<file path="src/logic/mpc_regs.svh">
// register offsets, field positions, reset values and counts for the pwm
// time-base and output-pair configuration block; definitions only
`ifndef MPC_REGS_SVH
`define MPC_REGS_SVH
// =====================================
// offsets (byte addresses, one word each)
`define MPC_OFS_MODE      12'h000
`define MPC_OFS_RUN       12'h004
`define MPC_OFS_PAIR      12'h008
`define MPC_OFS_PERIOD    12'h00C
`define MPC_OFS_DUTY0     12'h010
`define MPC_OFS_DUTY1     12'h014
`define MPC_OFS_IRQ_STAT  12'h018
`define MPC_OFS_IRQ_MASK  12'h01C
`define MPC_OFS_COUNT     12'h020
// =====================================
// fields
`define MPC_MODE_LSB      0
`define MPC_RUN_BIT       7
`define MPC_DIR_BIT       6
`define MPC_PAIR_A_BIT    0
`define MPC_PAIR_B_BIT    1
`define MPC_PAIR_C_BIT    2
`define MPC_IRQ_TOP_BIT   0
`define MPC_IRQ_BOT_BIT   1
// =====================================
// reset values and the dead-time cycle count
`define MPC_RST_MODE      8'h00
`define MPC_RST_RUN       8'h00
`define MPC_RST_PAIR      8'h00
`define MPC_RST_PERIOD    12'hFFF
`define MPC_RST_DUTY      12'h000
`define MPC_RST_MASK      2'h0
`define MPC_DEAD_CYCLES   4'h4
`endif

</file>
<file path="src/logic/mpc_pkg.sv">
// types shared by the pwm configuration block
// assumes the _regs header supplies all numeric constants
`default_nettype none
package mpc_pkg;
   typedef enum logic [1:0] {
      MPC_FREE  = 2'b00,
      MPC_UD    = 2'b10,
      MPC_UD_DB = 2'b11
   } mpc_mode_t;
   typedef enum logic [1:0] {
      MPC_UP   = 2'b01,
      MPC_DOWN = 2'b10
   } mpc_dir_t;
endpackage : mpc_pkg
`default_nettype wire

</file>
<file path="src/logic/mpc_core.sv">
// pwm time base with run/direction control and two output pairs
// assumes single ahb-lite master, whole-word single transfers
`timescale 1ns/1ns
`default_nettype none
`include "mpc_regs.svh"
// Notes on behaviour
// mode 11 counts up and down and flags an interrupt at both turns.
// mode 00 counts up repeatedly from zero giving edge-aligned output.
// pair a bit 1 drives outputs 0 and 1 independently, 0 as complements.
// pair b bit 1 drives outputs 2 and 3 independently, 0 as complements.
// the counter advances only while the run bit is set.
// clearing the run bit keeps the count where it was.
// complementary outputs are inverse with a dead gap between switches.
// up/down modes are center-aligned, free-running is edge-aligned.
// a read-only direction flag in the run register shows counting down.
module mpc_core #(
   parameter int CW = 12
) (
   input  wire logic        hclk,
   input  wire logic        hresetn,
   input  wire logic        hsel,
   input  wire logic [11:0] haddr,
   input  wire logic [1:0]  htrans,
   input  wire logic        hwrite,
   input  wire logic [2:0]  hsize,
   input  wire logic [31:0] hwdata,
   input  wire logic        hready,
   output logic      [31:0] hrdata,
   output logic             hreadyout,
   output logic             hresp,
   output logic             irq,
   output logic             pulse_out_0,
   output logic             pulse_out_1,
   output logic             pulse_out_2,
   output logic             pulse_out_3
);
   import mpc_pkg::*;
   // =====================================
   // bus address phase capture
   logic          wr_q, rd_q;
   logic [11:0]   adr_q;
   wire  logic    take_w = hsel && hready && htrans[1];
   always_ff @(posedge hclk or negedge hresetn) begin
      if (!hresetn) begin
         wr_q  <= 1'b0;
         rd_q  <= 1'b0;
         adr_q <= 12'h000;
      end else begin
         wr_q  <= take_w && hwrite;
         rd_q  <= take_w && !hwrite;
         adr_q <= take_w ? haddr : adr_q;
      end
   end
   // =====================================
   // registers
   logic [7:0]    mode_q, run_q, pair_q;
   logic [CW-1:0] per_q, duty0_q, duty1_q, cnt_q;
   logic [1:0]    stat_q, mask_q;
   mpc_dir_t      dir_q;
   wire logic     w_mode = wr_q && adr_q == `MPC_OFS_MODE;
   wire logic     w_run  = wr_q && adr_q == `MPC_OFS_RUN;
   wire logic     w_pair = wr_q && adr_q == `MPC_OFS_PAIR;
   wire logic     w_per  = wr_q && adr_q == `MPC_OFS_PERIOD;
   wire logic     w_d0   = wr_q && adr_q == `MPC_OFS_DUTY0;
   wire logic     w_d1   = wr_q && adr_q == `MPC_OFS_DUTY1;
   wire logic     w_mask = wr_q && adr_q == `MPC_OFS_IRQ_MASK;
   // cleared in the data phase, at the edge that loads hrdata
   wire logic     r_stat = rd_q && adr_q == `MPC_OFS_IRQ_STAT;
   wire mpc_mode_t mode_w = mpc_mode_t'(mode_q[`MPC_MODE_LSB +: 2]);
   wire logic     run_w  = run_q[`MPC_RUN_BIT];
   wire logic     ud_w   = mode_q[`MPC_MODE_LSB+1];
   wire logic     at_top = cnt_q >= per_q;
   wire logic     at_bot = cnt_q == '0;
   // =====================================
   // time base
   wire logic     turn_dn = run_w && ud_w && dir_q == MPC_UP && at_top;
   wire logic     turn_up = run_w && ud_w && dir_q == MPC_DOWN && at_bot;
   wire logic     top_ev  = run_w && (ud_w ? turn_dn : at_top);
   wire logic     bot_ev  = turn_up && mode_w == MPC_UD_DB;
   logic [CW-1:0] cnt_d;
   mpc_dir_t      dir_d;
   always_comb begin
      cnt_d = cnt_q;
      dir_d = dir_q;
      if (!run_w) begin
         cnt_d = cnt_q;
      end else if (!ud_w) begin
         dir_d = MPC_UP;
         cnt_d = at_top ? '0 : cnt_q + 1'b1;
      end else if (turn_dn) begin
         dir_d = MPC_DOWN;
         cnt_d = cnt_q - 1'b1;
      end else if (turn_up) begin
         dir_d = MPC_UP;
         cnt_d = cnt_q + 1'b1;
      end else begin
         cnt_d = dir_q == MPC_UP ? cnt_q + 1'b1 : cnt_q - 1'b1;
      end
   end
   always_ff @(posedge hclk or negedge hresetn) begin
      if (!hresetn) begin
         mode_q  <= `MPC_RST_MODE;
         run_q   <= `MPC_RST_RUN;
         pair_q  <= `MPC_RST_PAIR;
         per_q   <= `MPC_RST_PERIOD;
         duty0_q <= `MPC_RST_DUTY;
         duty1_q <= `MPC_RST_DUTY;
         mask_q  <= `MPC_RST_MASK;
         stat_q  <= 2'h0;
         cnt_q   <= '0;
         dir_q   <= MPC_UP;
      end else begin
         mode_q  <= w_mode ? hwdata[7:0] : mode_q;
         run_q   <= w_run ? {hwdata[`MPC_RUN_BIT], 7'h00} : run_q;
         pair_q  <= w_pair ? {5'h00, hwdata[2:0]} : pair_q;
         per_q   <= w_per ? hwdata[CW-1:0] : per_q;
         duty0_q <= w_d0 ? hwdata[CW-1:0] : duty0_q;
         duty1_q <= w_d1 ? hwdata[CW-1:0] : duty1_q;
         mask_q  <= w_mask ? hwdata[1:0] : mask_q;
         // set wins over the read clear
         stat_q  <= (r_stat ? 2'h0 : stat_q) | {bot_ev, top_ev};
         cnt_q   <= cnt_d;
         dir_q   <= dir_d;
      end
   end
   // =====================================
   // read mux
   wire logic [31:0] rd_w =
      adr_q == `MPC_OFS_MODE   ? {24'h0000_00, mode_q} :
      adr_q == `MPC_OFS_RUN    ? {24'h0000_00, run_w,
                                  dir_q == MPC_DOWN, 6'h00} :
      adr_q == `MPC_OFS_PAIR   ? {24'h0000_00, pair_q} :
      adr_q == `MPC_OFS_PERIOD ? {20'h0000_0, per_q} :
      adr_q == `MPC_OFS_DUTY0  ? {20'h0000_0, duty0_q} :
      adr_q == `MPC_OFS_DUTY1  ? {20'h0000_0, duty1_q} :
      adr_q == `MPC_OFS_IRQ_STAT ? {30'h0000_0000, stat_q} :
      adr_q == `MPC_OFS_IRQ_MASK ? {30'h0000_0000, mask_q} :
      adr_q == `MPC_OFS_COUNT  ? {20'h0000_0, cnt_q} : 32'h0000_0000;
   always_ff @(posedge hclk or negedge hresetn) begin
      if (!hresetn) begin
         hrdata    <= 32'h0000_0000;
         hreadyout <= 1'b1;
         hresp     <= 1'b0;
         irq       <= 1'b0;
      end else begin
         hrdata    <= rd_q ? rd_w : hrdata;
         hreadyout <= !(take_w && !hwrite);
         hresp     <= 1'b0;
         irq       <= |(stat_q & mask_q);
      end
   end
   // =====================================
   // compare: edge-aligned in free mode, symmetric in up/down modes
   wire logic dem0 = run_w && cnt_q < duty0_q;
   wire logic dem1 = run_w && cnt_q < duty1_q;
   mpc_pair u_pair_a (
      .hclk    (hclk),
      .hresetn (hresetn),
      .indep   (pair_q[`MPC_PAIR_A_BIT]),
      .dem_odd (dem0),
      .dem_even(dem0),
      .out_odd (pulse_out_1),
      .out_even(pulse_out_0)
   );
   mpc_pair u_pair_b (
      .hclk    (hclk),
      .hresetn (hresetn),
      .indep   (pair_q[`MPC_PAIR_B_BIT]),
      .dem_odd (dem1),
      .dem_even(dem1),
      .out_odd (pulse_out_3),
      .out_even(pulse_out_2)
   );
endmodule : mpc_core
`default_nettype wire

</file>
<file path="src/logic/mpc_pair.sv">
// one output pair: independent or complementary with dead time
// assumes single clock, raw demand levels from the compare logic
`timescale 1ns/1ns
`default_nettype none
`include "mpc_regs.svh"
module mpc_pair #(
   parameter int           DW   = 4,
   parameter logic [DW-1:0] DEAD = `MPC_DEAD_CYCLES
) (
   input  wire logic hclk,
   input  wire logic hresetn,
   input  wire logic indep,
   input  wire logic dem_odd,
   input  wire logic dem_even,
   output logic      out_odd,
   output logic      out_even
);
   logic          prev_q;
   logic [DW-1:0] dead_q;
   wire  logic    edge_w = dem_odd != prev_q;
   wire  logic    odd_d  = indep ? dem_odd : (dem_odd && dead_q == '0);
   wire  logic    even_d = indep ? dem_even : (!dem_odd && dead_q == '0);
   // =====================================
   // dead time on every demand edge in complementary mode: both sides held off
   always_ff @(posedge hclk or negedge hresetn) begin
      if (!hresetn) begin
         prev_q   <= 1'b0;
         dead_q   <= '0;
         out_odd  <= 1'b0;
         out_even <= 1'b0;
      end else begin
         prev_q   <= dem_odd;
         dead_q   <= edge_w ? DEAD : (dead_q != '0 ? dead_q - 1'b1 : dead_q);
         out_odd  <= indep ? dem_odd : (!edge_w && odd_d);
         out_even <= indep ? dem_even : (!edge_w && even_d);
      end
   end
endmodule : mpc_pair
`default_nettype wire

</file>
<file path="config.mk">
export PLATFORM = sky130hd
export DESIGN_NAME = mpc_core
export DESIGN_NICKNAME = d
export VERILOG_FILES = /design/src/logic/mpc_pkg.sv /design/src/logic/mpc_core.sv /design/src/logic/mpc_pair.sv
export VERILOG_INCLUDE_DIRS = /design/src /design/src/logic
export SDC_FILE = /design/constraint.sdc
export NUM_CORES = 1
export LEC_CHECK = 0
export BUFFER_PORTS_ARGS = -buffer_cell sky130_fd_sc_hd__buf_2
export CAP_MARGIN = 20
export CORE_ASPECT_RATIO = 1.5
export CORE_UTILIZATION = 58
export DETAILED_ROUTE_END_ITERATION = 7
export PLACE_DENSITY = 0.81
export SETUP_SLACK_MARGIN = 0.02
export SYNTH_ARGS = -nofsm -noshare
export SYNTH_HDL_FRONTEND = slang
export SYNTH_SLANG_ARGS = --single-unit
</file>
<file path="constraint.sdc">
create_clock -name hclk -period 3.7 [get_ports hclk]
set_clock_uncertainty 0.15 [all_clocks]
set_input_delay 0.925 -clock hclk [delete_from_list [all_inputs] [get_ports hclk]]
set_output_delay 0.925 -clock hclk [all_outputs]
set_load 0.02 [all_outputs]
</file>
==> summary.md <==
| Metric | Value |
|---|---|
| Synthesized area | 6570 um^2 |
| Final ANT Viol Nets | 0 |
| Reg2reg setup slack | 390 ps |
| Pleak | 3.34 nW |
| Avg Inst Size Synth | 9.92 um^2 |
| WHS | 364 ps |
| CTS Buf Count | 9 |
| Pwr per Cell Area | 587 nW/um^2 |
| Antenna diode count | 0 |
| Die ar. | 11800 um^2 |
| Gate Count Post-Synth | 663 |
| Top cell type's share of synthesized area | 35.8% |
| Vias | 5345 |
| WP data required | 3850 ps |
| Clock latency on the worst-skew pair | 360 ps |
| Max-slew violations | 0 |
| Peak supply drop | 0.236 mV |
| Total GRT Usage | 29.0% |
| CORE AREA | 11100 um^2 |
| Synth unique cells | 67 |
| Count leader, synth | dfrtp_1 |
| Clk sink count | 108 |
| Syn. warnings | 0 |
| Worst-Margin Slew | 916 ps |
| Tcrit/Tclk final | 89.3% |
| Sink of the worst hold path | adr_q[10] |
| CTS clk-pin slew, worst paths | 70 ps |
| #FFs+latches synth | 108 |
| Vias in the first global route | 5436 |
| Global-route wire length before repair | 26.0 mm |
| TritonCTS clock tree | built |
| First-pass DRT Iterations | 5 |
| Post-route insts no fill | 854 |
| R2R Path End | cnt_q[9] |
| H-tree levels | 3 |
| Clock root buffer | clkbuf_16 |
| Hold depth | 1 |
| Max Freq | 303 MHz |
| Critical-path maximum fanout | 8 |
| Worst reg-to-reg path cell count | 9 |
| Number of post-CTS setup repair buffers | 0 |
| Initial antenna violation count | 0 |
| Startpoint types | register |
| Hold Fails Final Rpt | 0 |
| Post-synth top flop | dfrtp_1 |
| WL final | 16.1 mm |
| Critical Path End Type | register |
| Area Overhead vs Synth | 9.21% |
| Min-delay src | adr_q[10] |
| Largest net degree at the start of global routing | 109 |
| First-iteration detailed-routing DRC count | 475 |
| Final HPWL DP | 11.5 mm |
| DR vias/cell | 6.26 |
| Critical Setup Path Class | reg -> reg |
| Synth area leaders | dfrtp_1 (36%), mux2_2 (11%), ha_1 (7.8%) |
| Share of cells above drive strength 1 | 23.9% |
| Commonest cells post-synth | dfrtp_1 (94), mux2_2 (63), inv_1 (58) |
| Total chip power | 4.22 mW |
| Row cnt | 47 |
| Die width | 88.9 um |
| Synth async-reset ratio | 100% |
| Wire per inst | 18.8 um |
| Clk buf depth | 2 |
| Initial cell density of the core | 59.5% |
| GRT Residual Overflow | 0 |
| Post-synth EDFFs | 0 |
| PortBufs | 47 |
| Setup Viol. Count Final | 0 |
| Total negative slack | 0 ps |
| Class of the worst hold path | reg -> reg |
| Drt drc | 0 |
| Chip height | 132 um |
| Status | finished clean |
| Placed cells | 838 |
| RSZ-0062 raised after global routing | false |
| Fill count | 855 |
| Sequential element share of the synthesized area | 41.4% |
| Global placement routability congestion | 0.892 |
| Yosys top cell by area | dfrtp_1 |
| Minimum clock period after layout | 3310 ps |
| Worst path arrival time | 3450 ps |
| Num ports | 93 |
| Fin util | 64.9% |
| Max-cap violation count | 0 |
| Relative slew margins | 38.4% |
| Worst r2r src | per_q[5] |
| Nets | 797 |
-- worst max-delay path, cell delays in order (launching register included) --
cell and delay (ps):
dfstp_2 550, inv_1 60, ha_1 310, a211oi_1 370, o31ai_1 130, a31o_2 240, o21ai_0 460, nand2_1 380
a2111oi_2 450, a221o_1 160
-- timing repair --
action                                  4_1_cts  5_1_grt
hold buffers                                  0        0
endpoints found under the hold margin         0        0
endpoints found under the setup margin        0        1
gates resized for setup                       0        1
-- sequential cells by signal, indices dropped and copies added (netlist names), 2 cells and up --
name / count
adr_q: 12
cnt_q: 12
dir_q: 2
duty0_q: 12
duty1_q: 12
hrdata: 12
mask_q: 2
mode_q: 8
pair_q: 3
per_q: 12
stat_q: 2
u_pair_a.dead_q: 4
u_pair_b.dead_q: 4
-- how the worst max path moves through the flow --
stage                   start        end  slack (ps)  cells past startpoint
floorplan           per_q[11]   cnt_q[2]         980                     10
global placement     cnt_q[0]  cnt_q[11]         220                      9
detailed placement   cnt_q[0]  cnt_q[11]         230                      9
CTS                  cnt_q[0]  cnt_q[11]         200                      9
global route         per_q[5]   cnt_q[9]         240                      9
finish               per_q[5]   cnt_q[9]         390                      9
-- metrics by stage --
step,setup slack [ps],instance area [um^2]
after floorplan,984,6650
after global placement,217,6870
after detailed placement,233,6870
after CTS,204,7170
after global routing,241,7180
final,395,7180
-- final cells by class --
class	count	area, um^2	share of cell area [%]
clock buffers	9	225	3.14
clock inverters	7	75.1	1.05
inverters	58	218	3.03
multi-input cells	463	3390	47.3
flip-flops and latches	108	2720	37.9
well taps	147	184	2.56
repair buffers	62	363	5.05
-- report_power, final --
group	total (mW)	internal (mW)	switching [mW]	leakage, nW
sequential	1.62	1.40	0.219	1.27
combinational	1.62	0.675	0.947	1.93
clock	0.973	0.527	0.446	0.138
-- placed cells by master (no fill, tap or decap), drive strengths merged, types with 3 or more instances in the layout --
| master | Yosys | final |
|---|---|---|
| a211o | 3 | 3 |
| a211oi | 5 | 5 |
| a21o | 6 | 6 |
| a21oi | 22 | 22 |
| a221o | 3 | 3 |
| a221oi | 6 | 6 |
| a222oi | 3 | 3 |
| a22o | 5 | 5 |
| a22oi | 9 | 9 |
| a2bb2oi | 4 | 4 |
| a31oi | 14 | 14 |
| and2 | 9 | 9 |
| and3 | 9 | 9 |
| buf | 35 | 62 |
| clkbuf | 19 | 9 |
| clkinvlp | 0 | 3 |
| conb | 1 | 21 |
| dfrtp | 94 | 94 |
| dfstp | 14 | 14 |
| ha | 41 | 41 |
| inv | 58 | 59 |
| mux2 | 63 | 63 |
| mux2i | 11 | 11 |
| nand2 | 34 | 34 |
| nand2b | 6 | 6 |
| nand3 | 19 | 19 |
| nand3b | 3 | 3 |
| nand4 | 7 | 7 |
| nor2 | 45 | 45 |
| nor2b | 9 | 9 |
| nor3 | 21 | 21 |
| nor4 | 6 | 6 |
| o21a | 5 | 5 |
| o21ai | 29 | 29 |
| o31ai | 3 | 3 |
| or3 | 7 | 7 |
| xnor2 | 5 | 5 |
-- layer usage --
metal	GRT usage, %	part of all wire [%]	vias to the layer above
met4	18.5	5.7	0
met2	49.1	52	248
met3	3.94	5.3	75
met1	33.6	37	2609
met5	0	0	-
li1	-	-	2413
-- kinds of logic (layout without fill, tap and decap cells) --
kind of cell | Yosys count | after routing | synth area share, %
compound gates | 133 | 133 | 14.0
xor+xnor | 6 | 6 | 0.799
fa+ha+maj | 41 | 41 | 7.80
buf+inv | 112 | 136 | 8.22
flops | 108 | 108 | 41.4
mux | 74 | 74 | 12.5
other cells | 1 | 21 | 0.0570
simple gates | 188 | 188 | 15.3
Power figures use the tool's default switching activity.
